[config.mk]
export PLATFORM = sky130hd
export DESIGN_NAME = gpio_edge_irq
export DESIGN_NICKNAME = d
export VERILOG_FILES = /design/src/gpio_irq_pkg.sv /design/src/gpio_edge_irq.sv /design/src/setclr_reg.sv
export VERILOG_INCLUDE_DIRS = /design/src
export SDC_FILE = /design/constraint.sdc
export NUM_CORES = 1
export LEC_CHECK = 0
export ABC_AREA = 1
export BUFFER_PORTS_ARGS = -buffer_cell sky130_fd_sc_hd__buf_2
export CAP_MARGIN = 5
export CORE_MARGIN = 4
export CORE_UTILIZATION = 55
export DETAILED_ROUTE_END_ITERATION = 12
export GPL_ROUTABILITY_DRIVEN = 0
export PLACE_DENSITY = 0.77
export SLEW_MARGIN = 20
export SYNTH_ARGS = -nofsm -noshare
export SYNTH_HDL_FRONTEND = slang
export SYNTH_HIERARCHICAL = 1
export SYNTH_SLANG_ARGS = --single-unit
[constraint.sdc]
create_clock -name clk_sys_i -period 1.5 [get_ports clk_sys_i]
set_input_delay 0.075 -clock clk_sys_i [delete_from_list [all_inputs] [get_ports clk_sys_i]]
set_output_delay 0.075 -clock clk_sys_i [all_outputs]
set_load 0.01 [all_outputs]
[src/gpio_irq_cfg.svh]
`ifndef GPIO_IRQ_CFG_SVH
`define GPIO_IRQ_CFG_SVH

// register offsets on the serial control interface
`define GIRQ_LATCH_SET 8'h1a
`define GIRQ_LATCH_CLR 8'h1b
`define GIRQ_FALL_SET 8'h1c
`define GIRQ_FALL_CLR 8'h1d
`define GIRQ_RISE_SET 8'h1e
`define GIRQ_RISE_CLR 8'h1f

// field layout: pins sit in bits 0 to 2
`define GIRQ_PIN_LSB 0
`define GIRQ_PIN_MSB 2
`define GIRQ_SPARE_LSB 3
`define GIRQ_SPARE_MSB 7

// reset values
`define GIRQ_LATCH_RST 8'h00
`define GIRQ_FALL_RST 8'h00
`define GIRQ_RISE_RST 8'h00
`define GIRQ_RDATA_RST 8'h00
`define GIRQ_PINS_RST 3'h0

`endif

[src/gpio_irq_pkg.sv]
`default_nettype none

package gpio_irq_pkg;

  typedef logic [7:0] reg_byte_t;
  typedef logic [2:0] pin_vec_t;

  // one register access from the serial control interface
  typedef struct packed {
    logic wr;
    logic rd;
    reg_byte_t addr;
    reg_byte_t wdata;
  } reg_req_t;

  // state of one set/clear register
  typedef struct packed {
    reg_byte_t value;
  } setclr_state_t;

  // state of the top block
  typedef struct packed {
    pin_vec_t prev_pins;
    logic primed;
    logic irq;
    logic rvalid;
    reg_byte_t rdata;
  } irq_state_t;

endpackage

`default_nettype wire

[src/gpio_edge_irq.sv]
// Operation
// falling-edge mask, set 1Ch, clear 1Dh
// rising-edge mask, set 1Eh, clear 1Fh
// mask bit zero blocks that pin edge
// fields readable, settable, clearable bit by bit
// set and clear address read same contents
// ones written to set address set bits
// ones written to clear address clear bits
// bits written zero keep their value
// latch at 1Ah/1Bh records interrupting pins
// pins map bits 0-2; bits 3-7 never interrupt (code: bits 3-7 set through 1Ah still raise irq_o)
// edges found comparing current and previous sample
`timescale 1ns/1ns
`default_nettype none
`include "gpio_irq_cfg.svh"

module gpio_edge_irq (
  input wire logic clk_sys_i,
  input wire logic rst_n_i,
  input wire gpio_irq_pkg::pin_vec_t pins_i,
  input wire gpio_irq_pkg::reg_req_t reg_req_i,
  output logic [7:0] reg_rdata_o,
  output logic reg_rvalid_o,
  output logic irq_o
);

  gpio_irq_pkg::irq_state_t state_reg;
  gpio_irq_pkg::irq_state_t state_next;

  logic [7:0] latch_q;
  logic [7:0] fall_q;
  logic [7:0] rise_q;
  logic [7:0] fall_set;
  logic [7:0] fall_clr;
  logic [7:0] rise_set;
  logic [7:0] rise_clr;
  logic [7:0] latch_set;
  logic [7:0] latch_clr;
  logic [7:0] latch_hw;
  gpio_irq_pkg::pin_vec_t rise_evt;
  gpio_irq_pkg::pin_vec_t fall_evt;
  logic wr_fall_set;
  logic wr_fall_clr;
  logic wr_rise_set;
  logic wr_rise_clr;
  logic wr_latch_set;
  logic wr_latch_clr;

  // address decode: each write only sets or clears ones
  assign wr_fall_set = reg_req_i.wr && (reg_req_i.addr == `GIRQ_FALL_SET);
  assign wr_fall_clr = reg_req_i.wr && (reg_req_i.addr == `GIRQ_FALL_CLR);
  assign wr_rise_set = reg_req_i.wr && (reg_req_i.addr == `GIRQ_RISE_SET);
  assign wr_rise_clr = reg_req_i.wr && (reg_req_i.addr == `GIRQ_RISE_CLR);
  assign wr_latch_set = reg_req_i.wr && (reg_req_i.addr == `GIRQ_LATCH_SET);
  assign wr_latch_clr = reg_req_i.wr && (reg_req_i.addr == `GIRQ_LATCH_CLR);

  // write data turned into set and clear vectors
  assign fall_set = wr_fall_set ? reg_req_i.wdata : 8'h00;
  assign fall_clr = wr_fall_clr ? reg_req_i.wdata : 8'h00;
  assign rise_set = wr_rise_set ? reg_req_i.wdata : 8'h00;
  assign rise_clr = wr_rise_clr ? reg_req_i.wdata : 8'h00;
  assign latch_set = wr_latch_set ? reg_req_i.wdata : 8'h00;
  assign latch_clr = wr_latch_clr ? reg_req_i.wdata : 8'h00;

  // edge detection per pin, gated by the enable masks
  genvar gi;
  generate
    for (gi = `GIRQ_PIN_LSB; gi <= `GIRQ_PIN_MSB; gi++) begin : g_pin
      assign rise_evt[gi] = state_reg.primed && pins_i[gi] && !state_reg.prev_pins[gi] && rise_q[gi];
      assign fall_evt[gi] = state_reg.primed && !pins_i[gi] && state_reg.prev_pins[gi] && fall_q[gi];
    end
  endgenerate

  // only pin bits can be set by hardware
  assign latch_hw = {5'h00, rise_evt | fall_evt};

  setclr_reg #(
    .RESET_VALUE(`GIRQ_FALL_RST)
  ) u_fall_mask (
    .clk_sys_i(clk_sys_i),
    .rst_n_i(rst_n_i),
    .set_i(fall_set),
    .clr_i(fall_clr),
    .hw_set_i(8'h00),
    .value_o(fall_q)
  );

  setclr_reg #(
    .RESET_VALUE(`GIRQ_RISE_RST)
  ) u_rise_mask (
    .clk_sys_i(clk_sys_i),
    .rst_n_i(rst_n_i),
    .set_i(rise_set),
    .clr_i(rise_clr),
    .hw_set_i(8'h00),
    .value_o(rise_q)
  );

  setclr_reg #(
    .RESET_VALUE(`GIRQ_LATCH_RST)
  ) u_latch (
    .clk_sys_i(clk_sys_i),
    .rst_n_i(rst_n_i),
    .set_i(latch_set),
    .clr_i(latch_clr),
    .hw_set_i(latch_hw),
    .value_o(latch_q)
  );

  // next state: pin history, read port and interrupt line
  always_comb begin
    state_next = state_reg;
    state_next.prev_pins = pins_i;
    state_next.primed = 1'b1;
    state_next.irq = |latch_q;
    state_next.rvalid = reg_req_i.rd;
    if (reg_req_i.rd) begin
      case (reg_req_i.addr)
        `GIRQ_LATCH_SET, `GIRQ_LATCH_CLR: begin
          state_next.rdata = latch_q;
        end
        `GIRQ_FALL_SET, `GIRQ_FALL_CLR: begin
          state_next.rdata = fall_q;
        end
        `GIRQ_RISE_SET, `GIRQ_RISE_CLR: begin
          state_next.rdata = rise_q;
        end
        default: begin
          state_next.rdata = 8'h00;
        end
      endcase
    end
  end

  // state register
  always_ff @(posedge clk_sys_i or negedge rst_n_i) begin
    if (!rst_n_i) begin
      state_reg.prev_pins <= `GIRQ_PINS_RST;
      state_reg.primed <= 1'b0;
      state_reg.irq <= 1'b0;
      state_reg.rvalid <= 1'b0;
      state_reg.rdata <= `GIRQ_RDATA_RST;
    end else begin
      state_reg <= state_next;
    end
  end

  assign reg_rdata_o = state_reg.rdata;
  assign reg_rvalid_o = state_reg.rvalid;
  assign irq_o = state_reg.irq;

  // helper signals for the checks below
  logic [7:0] wdata_w;
  logic rd_w;
  logic [7:0] addr_w;
  assign wdata_w = reg_req_i.wdata;
  assign rd_w = reg_req_i.rd;
  assign addr_w = reg_req_i.addr;
endmodule // gpio_edge_irq

`default_nettype wire

[src/setclr_reg.sv]
`timescale 1ns/1ns
`default_nettype none
`include "gpio_irq_cfg.svh"

module setclr_reg #(
  parameter logic [7:0] RESET_VALUE = 8'h00
) (
  input wire logic clk_sys_i,
  input wire logic rst_n_i,
  input wire gpio_irq_pkg::reg_byte_t set_i,
  input wire gpio_irq_pkg::reg_byte_t clr_i,
  input wire gpio_irq_pkg::reg_byte_t hw_set_i,
  output logic [7:0] value_o
);

  gpio_irq_pkg::setclr_state_t state_reg;
  gpio_irq_pkg::setclr_state_t state_next;

  // ones clear, then ones set; hardware set wins over a clear
  always_comb begin
    state_next = state_reg;
    state_next.value = (state_reg.value & ~clr_i) | set_i | hw_set_i;
  end

  // state register
  always_ff @(posedge clk_sys_i or negedge rst_n_i) begin
    if (!rst_n_i) begin
      state_reg.value <= RESET_VALUE;
    end else begin
      state_reg <= state_next;
    end
  end

  assign value_o = state_reg.value;

endmodule // setclr_reg

`default_nettype wire

# Word-level counts from Yosys, hierarchy flattened
# Cells that the tools add are included.
# op_classes
n_reduce_logical	34
n_eq_ne	6
n_bitwise	11
muxes	7
# op_table
op	count
equality test 8 x 5 -> 1 bit (second input constant)	6
two-way mux 8 bit	6
AND 8 bit	3
logical AND 1 bit	24
NOT 8 bit	3
bitwise OR 8 bit	3
case mux 8 bit (3 select lines)	1
bitwise OR 8 x 3 -> 8 bit	1
OR reduction 8 bit	1
logical NOT 1 bit	6
OR reduction 2 bit	3
bitwise OR 3 bit	1
# totals
inputBits	23
word_cells	66
regBits	38
output_inout_bits	10

# Longest topological paths before layout
# Gate-level depths: netlist (run 1).
# logic_depth
ltp_word	7
ltp_mapped	9

# By module
# Netlist (run 1), hierarchy kept.
# by_module_without_submodules
module	cells_per_inst	area_per_inst_um2	seq_area_each_um2	n_inst
gpio_edge_irq	184	1247.4	350.3	1
setclr_reg	40	320.3	200.2	3

# Least setup slack after synthesis (run 1)
# No wires, ideal clock.
# synth_timing
path_type	input-to-reg
startpoint	input reg_req_i[13] (netlist bit)
endpoint	register u_rise_mask.state_reg, in the netlist u_rise_mask/value_o[0]
path_slack_ns	0.542
t_required_ns	1.383
t_arrival_ns	0.841
stages	9
setup_ns	0.117
path_cell_list	inv_2 nand2_2 nor2_8 buf_6 nand3_4 nor2_1 inv_1 nand2_1 nand2_1
# synth_rtl
element	line	text
from (decl)	gpio_edge_irq.sv:21	input wire gpio_irq_pkg::reg_req_t reg_req_i,
to (signal assigned)	setclr_reg.sv:30	state_reg <= state_next;
to (decl)	setclr_reg.sv:16	gpio_irq_pkg::setclr_state_t state_reg;

==> flow_summary.json, run 1 <==
{
  "yosysSeqAreaShare": 0.4306,
  "drc": 0,
  "place.detailed.hpwl_um": 3540,
  "fin_crit_ns": 0.9690,
  "antennaDiodeCount": 0,
  "synth_top_cell_by_area": "dfrtp_1",
  "clockBufferDepth": 2,
  "grt_pass1_wl_um": 8031,
  "grt_max_degree": 21,
  "drive_gt1_frac": 0.1620,
  "nFillCells": 352,
  "ant_nets": 0,
  "grt_overflow": 0,
  "cp-end-kind": "flip-flop",
  "slew_violations": 0,
  "dp.cells": 394,
  "htreeDepth": 2,
  "power_density_mw_per_mm2": 759.1,
  "syn-instance-count": 304,
  "hold_viol": 0,
  "vias_per_cell": 4.616,
  "synth_area_leaders": "dfrtp_1 (43%), nand2_1 (15%), nor2_1 (13%), inv_1 (7.1%), nand3_1 (3.6%)",
  "drtIter0Drc": 99,
  "netlist.area_leader.share": 0.4306,
  "cts_tree": "yes",
  "portBuffers": 32,
  "io-pin-count": 33,
  "syn_avg_cell_area_um2": 7.264,
  "hold_slack_ns": 0.006841,
  "num_rows": 22,
  "core_mm2": 0.003771,
  "grt_pass1_vias": 1774,
  "start_kind": "input port",
  "finClkSkew_ns": 0.005648,
  "rsz0062_at_grt": "no",
  "path_class": "input port to flip-flop",
  "cts_buffers": 5,
  "fp.dieH_um": 71.37,
  "setup_viol": 0,
  "maxCapViolations": 0,
  "cellLeakagePower_uw": 0.001345,
  "cts_setup_buffers": 0,
  "synth_seq_cells": 38,
  "wl_per_cell_um": 11.55,
  "setup_tns_ns": 0,
  "cp.required_ns": 1.68,
  "syn_area_mm2": 0.002208,
  "cp.arrival_ns": 1.15,
  "synth_cell_types": 20,
  "hold_class": "input port to flip-flop",
  "dr.pass1.iters": 4,
  "fin_crit_sh": 0.6460,
  "routed_wl_um": 4689,
  "ys_warn_count": 6,
  "multi_input_area_mm2": 0.001076,
  "syn_to_final_growth_pct": 15.69,
  "crit_fanout": 14,
  "seq_area_um2": 950.9,
  "die_w_um": 71.37,
  "die_area_mm2": 0.005093,
  "status": "finished clean",
  "routed-via-count": 1874,
  "root_buffer": "clkbuf_8",
  "clock_sinks": 38,
  "fin_cells": 406,
  "track_usage": 0.1991,
  "ir_drop_mv": 0.5029,
  "clk_latency_ns": 0.29,
  "antenna_found_initial": 0,
  "cts.reportedPaths.clkPinSlew_ns": 0.07,
  "layout.nets": 380,
  "initial_utilization": 0.5856,
  "fmax_ghz": 1.032
}
through the flow:
stage	instance area (µm²)	util	setup WS [ns]	power, µW
after global routing	2555	0.6775	0.3953	2036
after floorplan	2283	-	0.5420	1173
final	2555	0.6775	0.5310	1939
after CTS	2555	0.6775	0.5404	1957
after global placement	2424	0.6427	0.2707	1243
after detailed placement	2424	0.6427	0.2311	1247
area by class of cell:
cell class,instances,share of cell area
well taps,48,0.02351
repair buffers,38,0.08423
clock inverters,1,0.001959
flip-flops and latches,38,0.3722
multi-input cells,231,0.4212
inverters,43,0.06317
clock buffers,7,0.03379
critical path: stages:
cell	delay [ns]
buf_2	0.10
inv_2	0.04
nand2_2	0.07
nor2_8	0.31
nand4_4	0.23
nor2_1	0.16
inv_1	0.05
nand2_1	0.06
nand2_1	0.05
synthesized netlist by cell type:
cell,instances
nand2_1,87
nor2_1,74
inv_1,42
dfrtp_1,38
nand3_1,16
buf_4,9
nand4_1,8
nand2_2,5
nand3_4,4
a211oi_1,3
a21oi_1,3
nor2_4,3
buf_6,2
conb_1,2
nand4_4,2
nor4_1,2
buf_2,1
inv_2,1
nand2_4,1
nor2_8,1
report_power, final:
| part | internal [µW] | switching, µW |
|---|---|---|
| combinational | 61.0 | 132 |
| clock | 370 | 334 |
| sequential | 1040 | 5.62 |
routing by layer:
| metal | global-route usage | vias to the layer above | wire length [µm] |
|---|---|---|---|
| li1 | - | 1000 | - |
| met1 | 0.2711 | 833 | 2208 |
| met2 | 0.3204 | 34 | 2247 |
| met3 | 0.03927 | 7 | 178 |
| met4 | 0.06263 | 0 | 55 |
| met5 | 0 | - | 0 |
path summary, 6_finish.rpt:
| path | start | to | slack, ns | depth (start not counted) |
|---|---|---|---|---|
| max | reg_req_i[13] | u_fall_mask/value_o[6]$_DFF_PN0_ | 0.53 | 9 |
| min | reg_req_i[16] | reg_rvalid_o$_DFF_PN0_ | 0.007 | 1 |
| max reg2reg | u_latch/value_o[6]$_DFF_PN0_ | irq_o$_DFF_PN0_ | 0.58 | 2 |
| min reg2reg | reg_rdata_o[6]$_DFFE_PN0P_ | reg_rdata_o[6]$_DFFE_PN0P_ | 0.48 | 2 |
| max in group asynchronous | rst_n_i | state_reg[12]$_DFF_PN0_ | 0.62 | 3 |
| min in group asynchronous | rst_n_i | u_fall_mask/value_o[7]$_DFF_PN0_ | 0.27 | 2 |
kinds of logic (layout without fill, tap and decap cells):
family	count (synthesis)	after routing	share of synthesized area
AOI/OAI and AO/OA	6	6	0.01699
other	2	22	0.003401
buffers and inverters	55	89	0.1161
and+or+nand+nor	203	203	0.4329
DFF	38	38	0.4306
cells in the final DEF (no fill, tap or decap), types with 3 or more instances in the layout:
master / n
nand2_1: 87
nor2_1: 74
inv_1: 42
dfrtp_1: 38
buf_2: 32
conb_1: 22
nand3_1: 16
nand4_1: 8
clkbuf_8: 6
nand2_2: 5
nand3_4: 4
dlygate4sd3_1: 4
a21oi_1: 3
a211oi_1: 3
nor2_4: 3
timing repair:
action / CTS / global route
hold buffers: 4 / 0
endpoints found under the hold margin: 22 / 0
gates resized for setup: 0 / 0
Power figures use the tool's default switching activity.
==> run 2: changes to the inputs <==
==> constraint.sdc (replaced) <==
create_clock -name clk_sys_i -period 0.92 [get_ports clk_sys_i]
set_input_delay 0.046 -clock clk_sys_i [delete_from_list [all_inputs] [get_ports clk_sys_i]]
set_output_delay 0.046 -clock clk_sys_i [all_outputs]
set_load 0.01 [all_outputs]
==> flow_summary.json, run 2 (synthesized netlist as in run 1, its figures left out) <==
{
  "status": "finished, violations left",
  "violations": "negative setup slack",
  "vias_per_cell": 4.685,
  "cellLeakagePower_uw": 0.001435,
  "fmax_ghz": 1.065,
  "cts_buffers": 5,
  "ir_drop_mv": 0.9606,
  "antennaDiodeCount": 0,
  "ant_nets": 0,
  "sw_frac_of_total": 0.2496,
  "power.internal_uw": 2410,
  "htreeDepth": 2,
  "cts.reportedPaths.clkPinSlew_ns": 0.07,
  "die_w_um": 71.37,
  "cp-end-kind": "flip-flop",
  "clk_latency_ns": 0.29,
  "drc": 0,
  "portBuffers": 32,
  "fin_crit_ns": 0.9394,
  "fin_ws_ns": -0.01936,
  "power_density_mw_per_mm2": 1172,
  "clockBufferDepth": 2,
  "pwr-share-seq": 0.530,
  "dr.pass1.iters": 4,
  "core_mm2": 0.003771,
  "slew_violations": 0,
  "hold_viol": 0,
  "syn_to_final_growth_pct": 24.08,
  "grt_pass1_wl_um": 8687,
  "grt_pass1_vias": 1858,
  "crit_chain": "nor4_2 > nand2_1",
  "place.detailed.hpwl_um": 3706,
  "fp.dieH_um": 71.37,
  "antenna_found_initial": 0,
  "cp.required_ns": 1.09,
  "mostFrequentLayoutCells": "nand2_1 (84), nor2_1 (72), inv_1 (41), dfrtp_1 (38), buf_2 (31)",
  "num_rows": 22,
  "finClkSkew_ns": 0.003878,
  "fin_crit_sh": 1.021,
  "power_uw": 3211,
  "cts_tree": "yes",
  "dp_slack_ns": -0.2359,
  "switching_power_uw": 801.7,
  "io-pin-count": 33,
  "crit_buf_inv": 0,
  "wl_per_cell_um": 12.37,
  "setup_viol": 1,
  "layout.nets": 395,
  "routed_wl_um": 5183,
  "pwr-share-clk": 0.354,
  "crit_fanout": 3,
  "root_buffer": "clkbuf_8",
  "clock_sinks": 38,
  "rsz0062_at_grt": "yes",
  "hold_slack_ns": 0.07287,
  "cp.arrival_ns": 1.11,
  "grt_overflow": 0,
  "routed-via-count": 1963,
  "initial_utilization": 0.5856,
  "crit_family": "flip-flops",
  "drtIter0Drc": 168,
  "p_comb_frac": 0.116,
  "maxCapViolations": 0,
  "track_usage": 0.2169,
  "start_kind": "flip-flop",
  "grt_max_degree": 39,
  "layout_commonest_cell": "nand2_1",
  "setup_tns_ns": -0.01936,
  "cpMaxStageDelayCell": "dfrtp_1",
  "die_area_mm2": 0.005093,
  "drive_gt1_frac": 0.2264,
  "path_class": "flip-flop to flip-flop",
  "slowest_delay_ns": 0.42,
  "hold_class": "input port to flip-flop",
  "utilization": 0.7266
}
-- run 2: power groups by stage --
stage / logic (µW) / clock network [µW] / registers [µW]
5_1_grt: 423 / 1220 / 1700
4_1_cts: 365 / 1150 / 1700
6_report: 373 / 1140 / 1700
3_5_place_dp: 345 / 0 / 1730
3_3_place_gp: 336 / 0 / 1730
2_1_floorplan: 183 / 0 / 1730
-- run 2: final cells by class --
cell class	instances	area (µm²)
inverter	43	161.4
clock buffer	6	82.58
sequential	38	950.9
multi-input combinational	231	1124
tap	48	60.06
timing repair buffer	53	361.6
fill	298	1031
-- run 2: repair_timing --
item | in CTS | in global routing
pin swaps | 0 | 4
resized for setup | 2 | 12
endpoints found under the setup margin | 2 | 11
hold endpoints to repair | 42 | 0
hold buffers | 5 | 0
setup buffers | 0 | 2
-- run 2: final timing paths --
path / end / from / slack (ns) / cells past startpoint
setup / recovery: irq_o$_DFF_PN0_ / u_latch/value_o[1]$_DFF_PN0_ / -0.02 / 2
hold / removal: reg_rdata_o[0]$_DFFE_PN0P_ / reg_req_i[16] / 0.07 / 3
setup reg to reg: irq_o$_DFF_PN0_ / u_latch/value_o[1]$_DFF_PN0_ / -0.02 / 2
hold reg to reg: reg_rdata_o[3]$_DFFE_PN0P_ / reg_rdata_o[3]$_DFFE_PN0P_ / 0.47 / 2
max in group asynchronous: u_latch/value_o[6]$_DFF_PN0_ / rst_n_i / 0.50 / 3
min in group asynchronous: reg_rdata_o[3]$_DFFE_PN0P_ / rst_n_i / 0.24 / 3
-- run 2: layer usage --
metal | track usage | share of wire
met3 | 0.06452 | 0.060
met4 | 0.05428 | 0.014
met2 | 0.3469 | 0.48
met5 | 0 | 0
met1 | 0.2888 | 0.44
-- run 2: stage by stage --
stage | cell area [µm²] | instances
after floorplan | 2287 | 324
after global placement | 2546 | 407
after detailed placement | 2546 | 407
after CTS | 2690 | 418
after global routing | 2740 | 419
final | 2740 | 419
-- run 2: worst min-delay path, delay by kind of cell --
family                 cells  cell delay (ns)
and+or+nand+nor            2             0.12
buffers and inverters      1             0.16
==> run 3: changes to the inputs <==
--- a/config.mk
+++ b/config.mk
@@ -13,6 +13,7 @@
 export CORE_UTILIZATION = 55
 export DETAILED_ROUTE_END_ITERATION = 12
 export GPL_ROUTABILITY_DRIVEN = 0
+export HOLD_SLACK_MARGIN = 0.12
 export PLACE_DENSITY = 0.77
 export SLEW_MARGIN = 20
 export SYNTH_ARGS = -nofsm -noshare
==> flow_summary.json, run 3 (synthesized netlist as in run 1, its figures left out) <==
{
  "status": "finished, violations left",
  "violations": "negative setup slack",
  "cts_tree": "yes",
  "syn_to_final_growth_pct": 24.14,
  "place_area_mm2": 0.002546,
  "hold_path_startpoint": "reg_req_i[16]",
  "cts_buffers": 5,
  "drive_gt1_frac": 0.2291,
  "dp_slack_ns": -0.2359,
  "r2r_start": "u_latch/value_o[1]$_DFF_PN0_",
  "drtIter0Drc": 195,
  "p_comb_frac": 0.117,
  "hold_viol": 0,
  "hold_path_end": "reg_rdata_o[3]$_DFFE_PN0P_",
  "hold_depth": 4,
  "cp-end-kind": "flip-flop",
  "maxCapViolations": 0,
  "fin_crit_sh": 1.023,
  "pwr-share-clk": 0.354,
  "track_usage": 0.2169,
  "place.detailed.hpwl_um": 3706,
  "routed_wl_um": 5222,
  "portBuffers": 32,
  "antenna_found_initial": 0,
  "cp.required_ns": 1.09,
  "num_rows": 22,
  "cp.arrival_ns": 1.11,
  "cellLeakagePower_uw": 0.001435,
  "htreeDepth": 2,
  "slew_violations": 0,
  "grt_overflow": 0,
  "setup_viol": 2,
  "antennaDiodeCount": 0,
  "die_area_mm2": 0.005093,
  "layout.nets": 395,
  "routed-via-count": 1988,
  "power.internal_uw": 2410,
  "drc": 0,
  "initial_utilization": 0.5856,
  "ir_drop_mv": 0.9594,
  "rsz0062_at_grt": "yes",
  "pwr-share-seq": 0.529,
  "clockBufferDepth": 2,
  "fin_crit_ns": 0.9415,
  "root_buffer": "clkbuf_8",
  "grt_pass1_wl_um": 8673,
  "io-pin-count": 33,
  "clock_sinks": 38,
  "crit_fanout": 3,
  "cts.reportedPaths.clkPinSlew_ns": 0.07,
  "fin_ws_ns": -0.02149,
  "nFillCells": 298,
  "setup_tns_ns": -0.02160,
  "path_class": "flip-flop to flip-flop",
  "sw_frac_of_total": 0.2498,
  "grt_pass1_vias": 1859,
  "power_density_mw_per_mm2": 1172,
  "layout_commonest_cell": "nand2_1",
  "final_cell_area_mm2": 0.002741,
  "finClkSkew_ns": 0.003591,
  "hold_class": "input port to flip-flop",
  "clk_latency_ns": 0.29,
  "fp.dieH_um": 71.37,
  "r2r-end": "irq_o$_DFF_PN0_",
  "vias_per_cell": 4.745,
  "r2r_setup_slack_ns": -0.02,
  "start_kind": "flip-flop",
  "dr.pass1.iters": 4,
  "grt_max_degree": 39,
  "die_w_um": 71.37,
  "core_mm2": 0.003771,
  "fmax_ghz": 1.062,
  "wl_per_cell_um": 12.46,
  "mostFrequentLayoutCells": "nand2_1 (84), nor2_1 (72), inv_1 (41), dfrtp_1 (37), buf_2 (31)",
  "utilization": 0.7269,
  "ant_nets": 0,
  "switching_power_uw": 802.2,
  "reg2regPathDepth": 2
}
## run 3: cell counts in the layout (fill, tap and decap cells not counted)
No cell type changed its count.
## run 3: power groups by stage
| stage | Sequential, µW | Combinational (µW) | Clock (µW) |
|---|---|---|---|
| after CTS | 1700 | 365 | 1150 |
| after global routing | 1700 | 423 | 1220 |
| after detailed placement | 1730 | 345 | 0 |
| after floorplan | 1730 | 183 | 0 |
| after global placement | 1730 | 336 | 0 |
| final | 1700 | 374 | 1140 |
## run 3: routing by layer
metal	track usage	part of all wire	vias up
met2	0.3490	0.48	68
met5	0	0	-
met3	0.06452	0.059	13
met1	0.2870	0.45	882
met4	0.05428	0.015	0
li1	-	-	1025
## run 3: worst max-delay path, cell delays in order (launching register included)
cell,delay (ns)
dfrtp_1,0.42
nor4_2,0.31
nand2_1,0.10
## run 3: cell type report
cell class                      count  area (µm²)  area share
Clock buffer                        6       82.58     0.03012
Inverter                           43       161.4     0.05888
Multi-Input combinational cell    231        1124      0.4099
Sequential cell                    38       952.2      0.3473
Tap cell                           48       60.06     0.02191
Timing Repair Buffer               53       361.6      0.1319
## run 3: worst max-delay path by stage
stage / depth (start not counted) / endpoint / from
CTS: 2 / irq_o$_DFF_PN0_ / u_latch/value_o[1]$_DFF_PN0_
finish: 2 / irq_o$_DFF_PN0_ / u_latch/value_o[1]$_DFF_PN0_
floorplan: 9 / u_rise_mask/value_o[0]$_DFF_PN0_ / reg_req_i[13]
global placement: 8 / u_fall_mask/value_o[0]$_DFF_PN0_ / reg_req_i[11]
detailed placement: 9 / u_fall_mask/value_o[6]$_DFF_PN0_ / reg_req_i[13]
global route: 2 / irq_o$_DFF_PN0_ / u_latch/value_o[1]$_DFF_PN0_
## run 3: per-stage QoR
stage	power, µW	std cells	hold WS [ns]
finish	3212	419	0.1266
global route	3343	419	0.1720
CTS	3216	418	0.1320
detailed placement	2075	407	0.02626
global placement	2066	407	0.02516
floorplan	1914	324	-0.2496
## run 3: repair_timing
| action | CTS | global route |
|---|---|---|
| gates resized for setup | 2 | 13 |
| endpoints found under the hold margin | 50 | 0 |
| setup buffers | 0 | 2 |
| hold buffers | 5 | 0 |
| setup endpoints to repair | 2 | 11 |
| pin swaps | 0 | 4 |
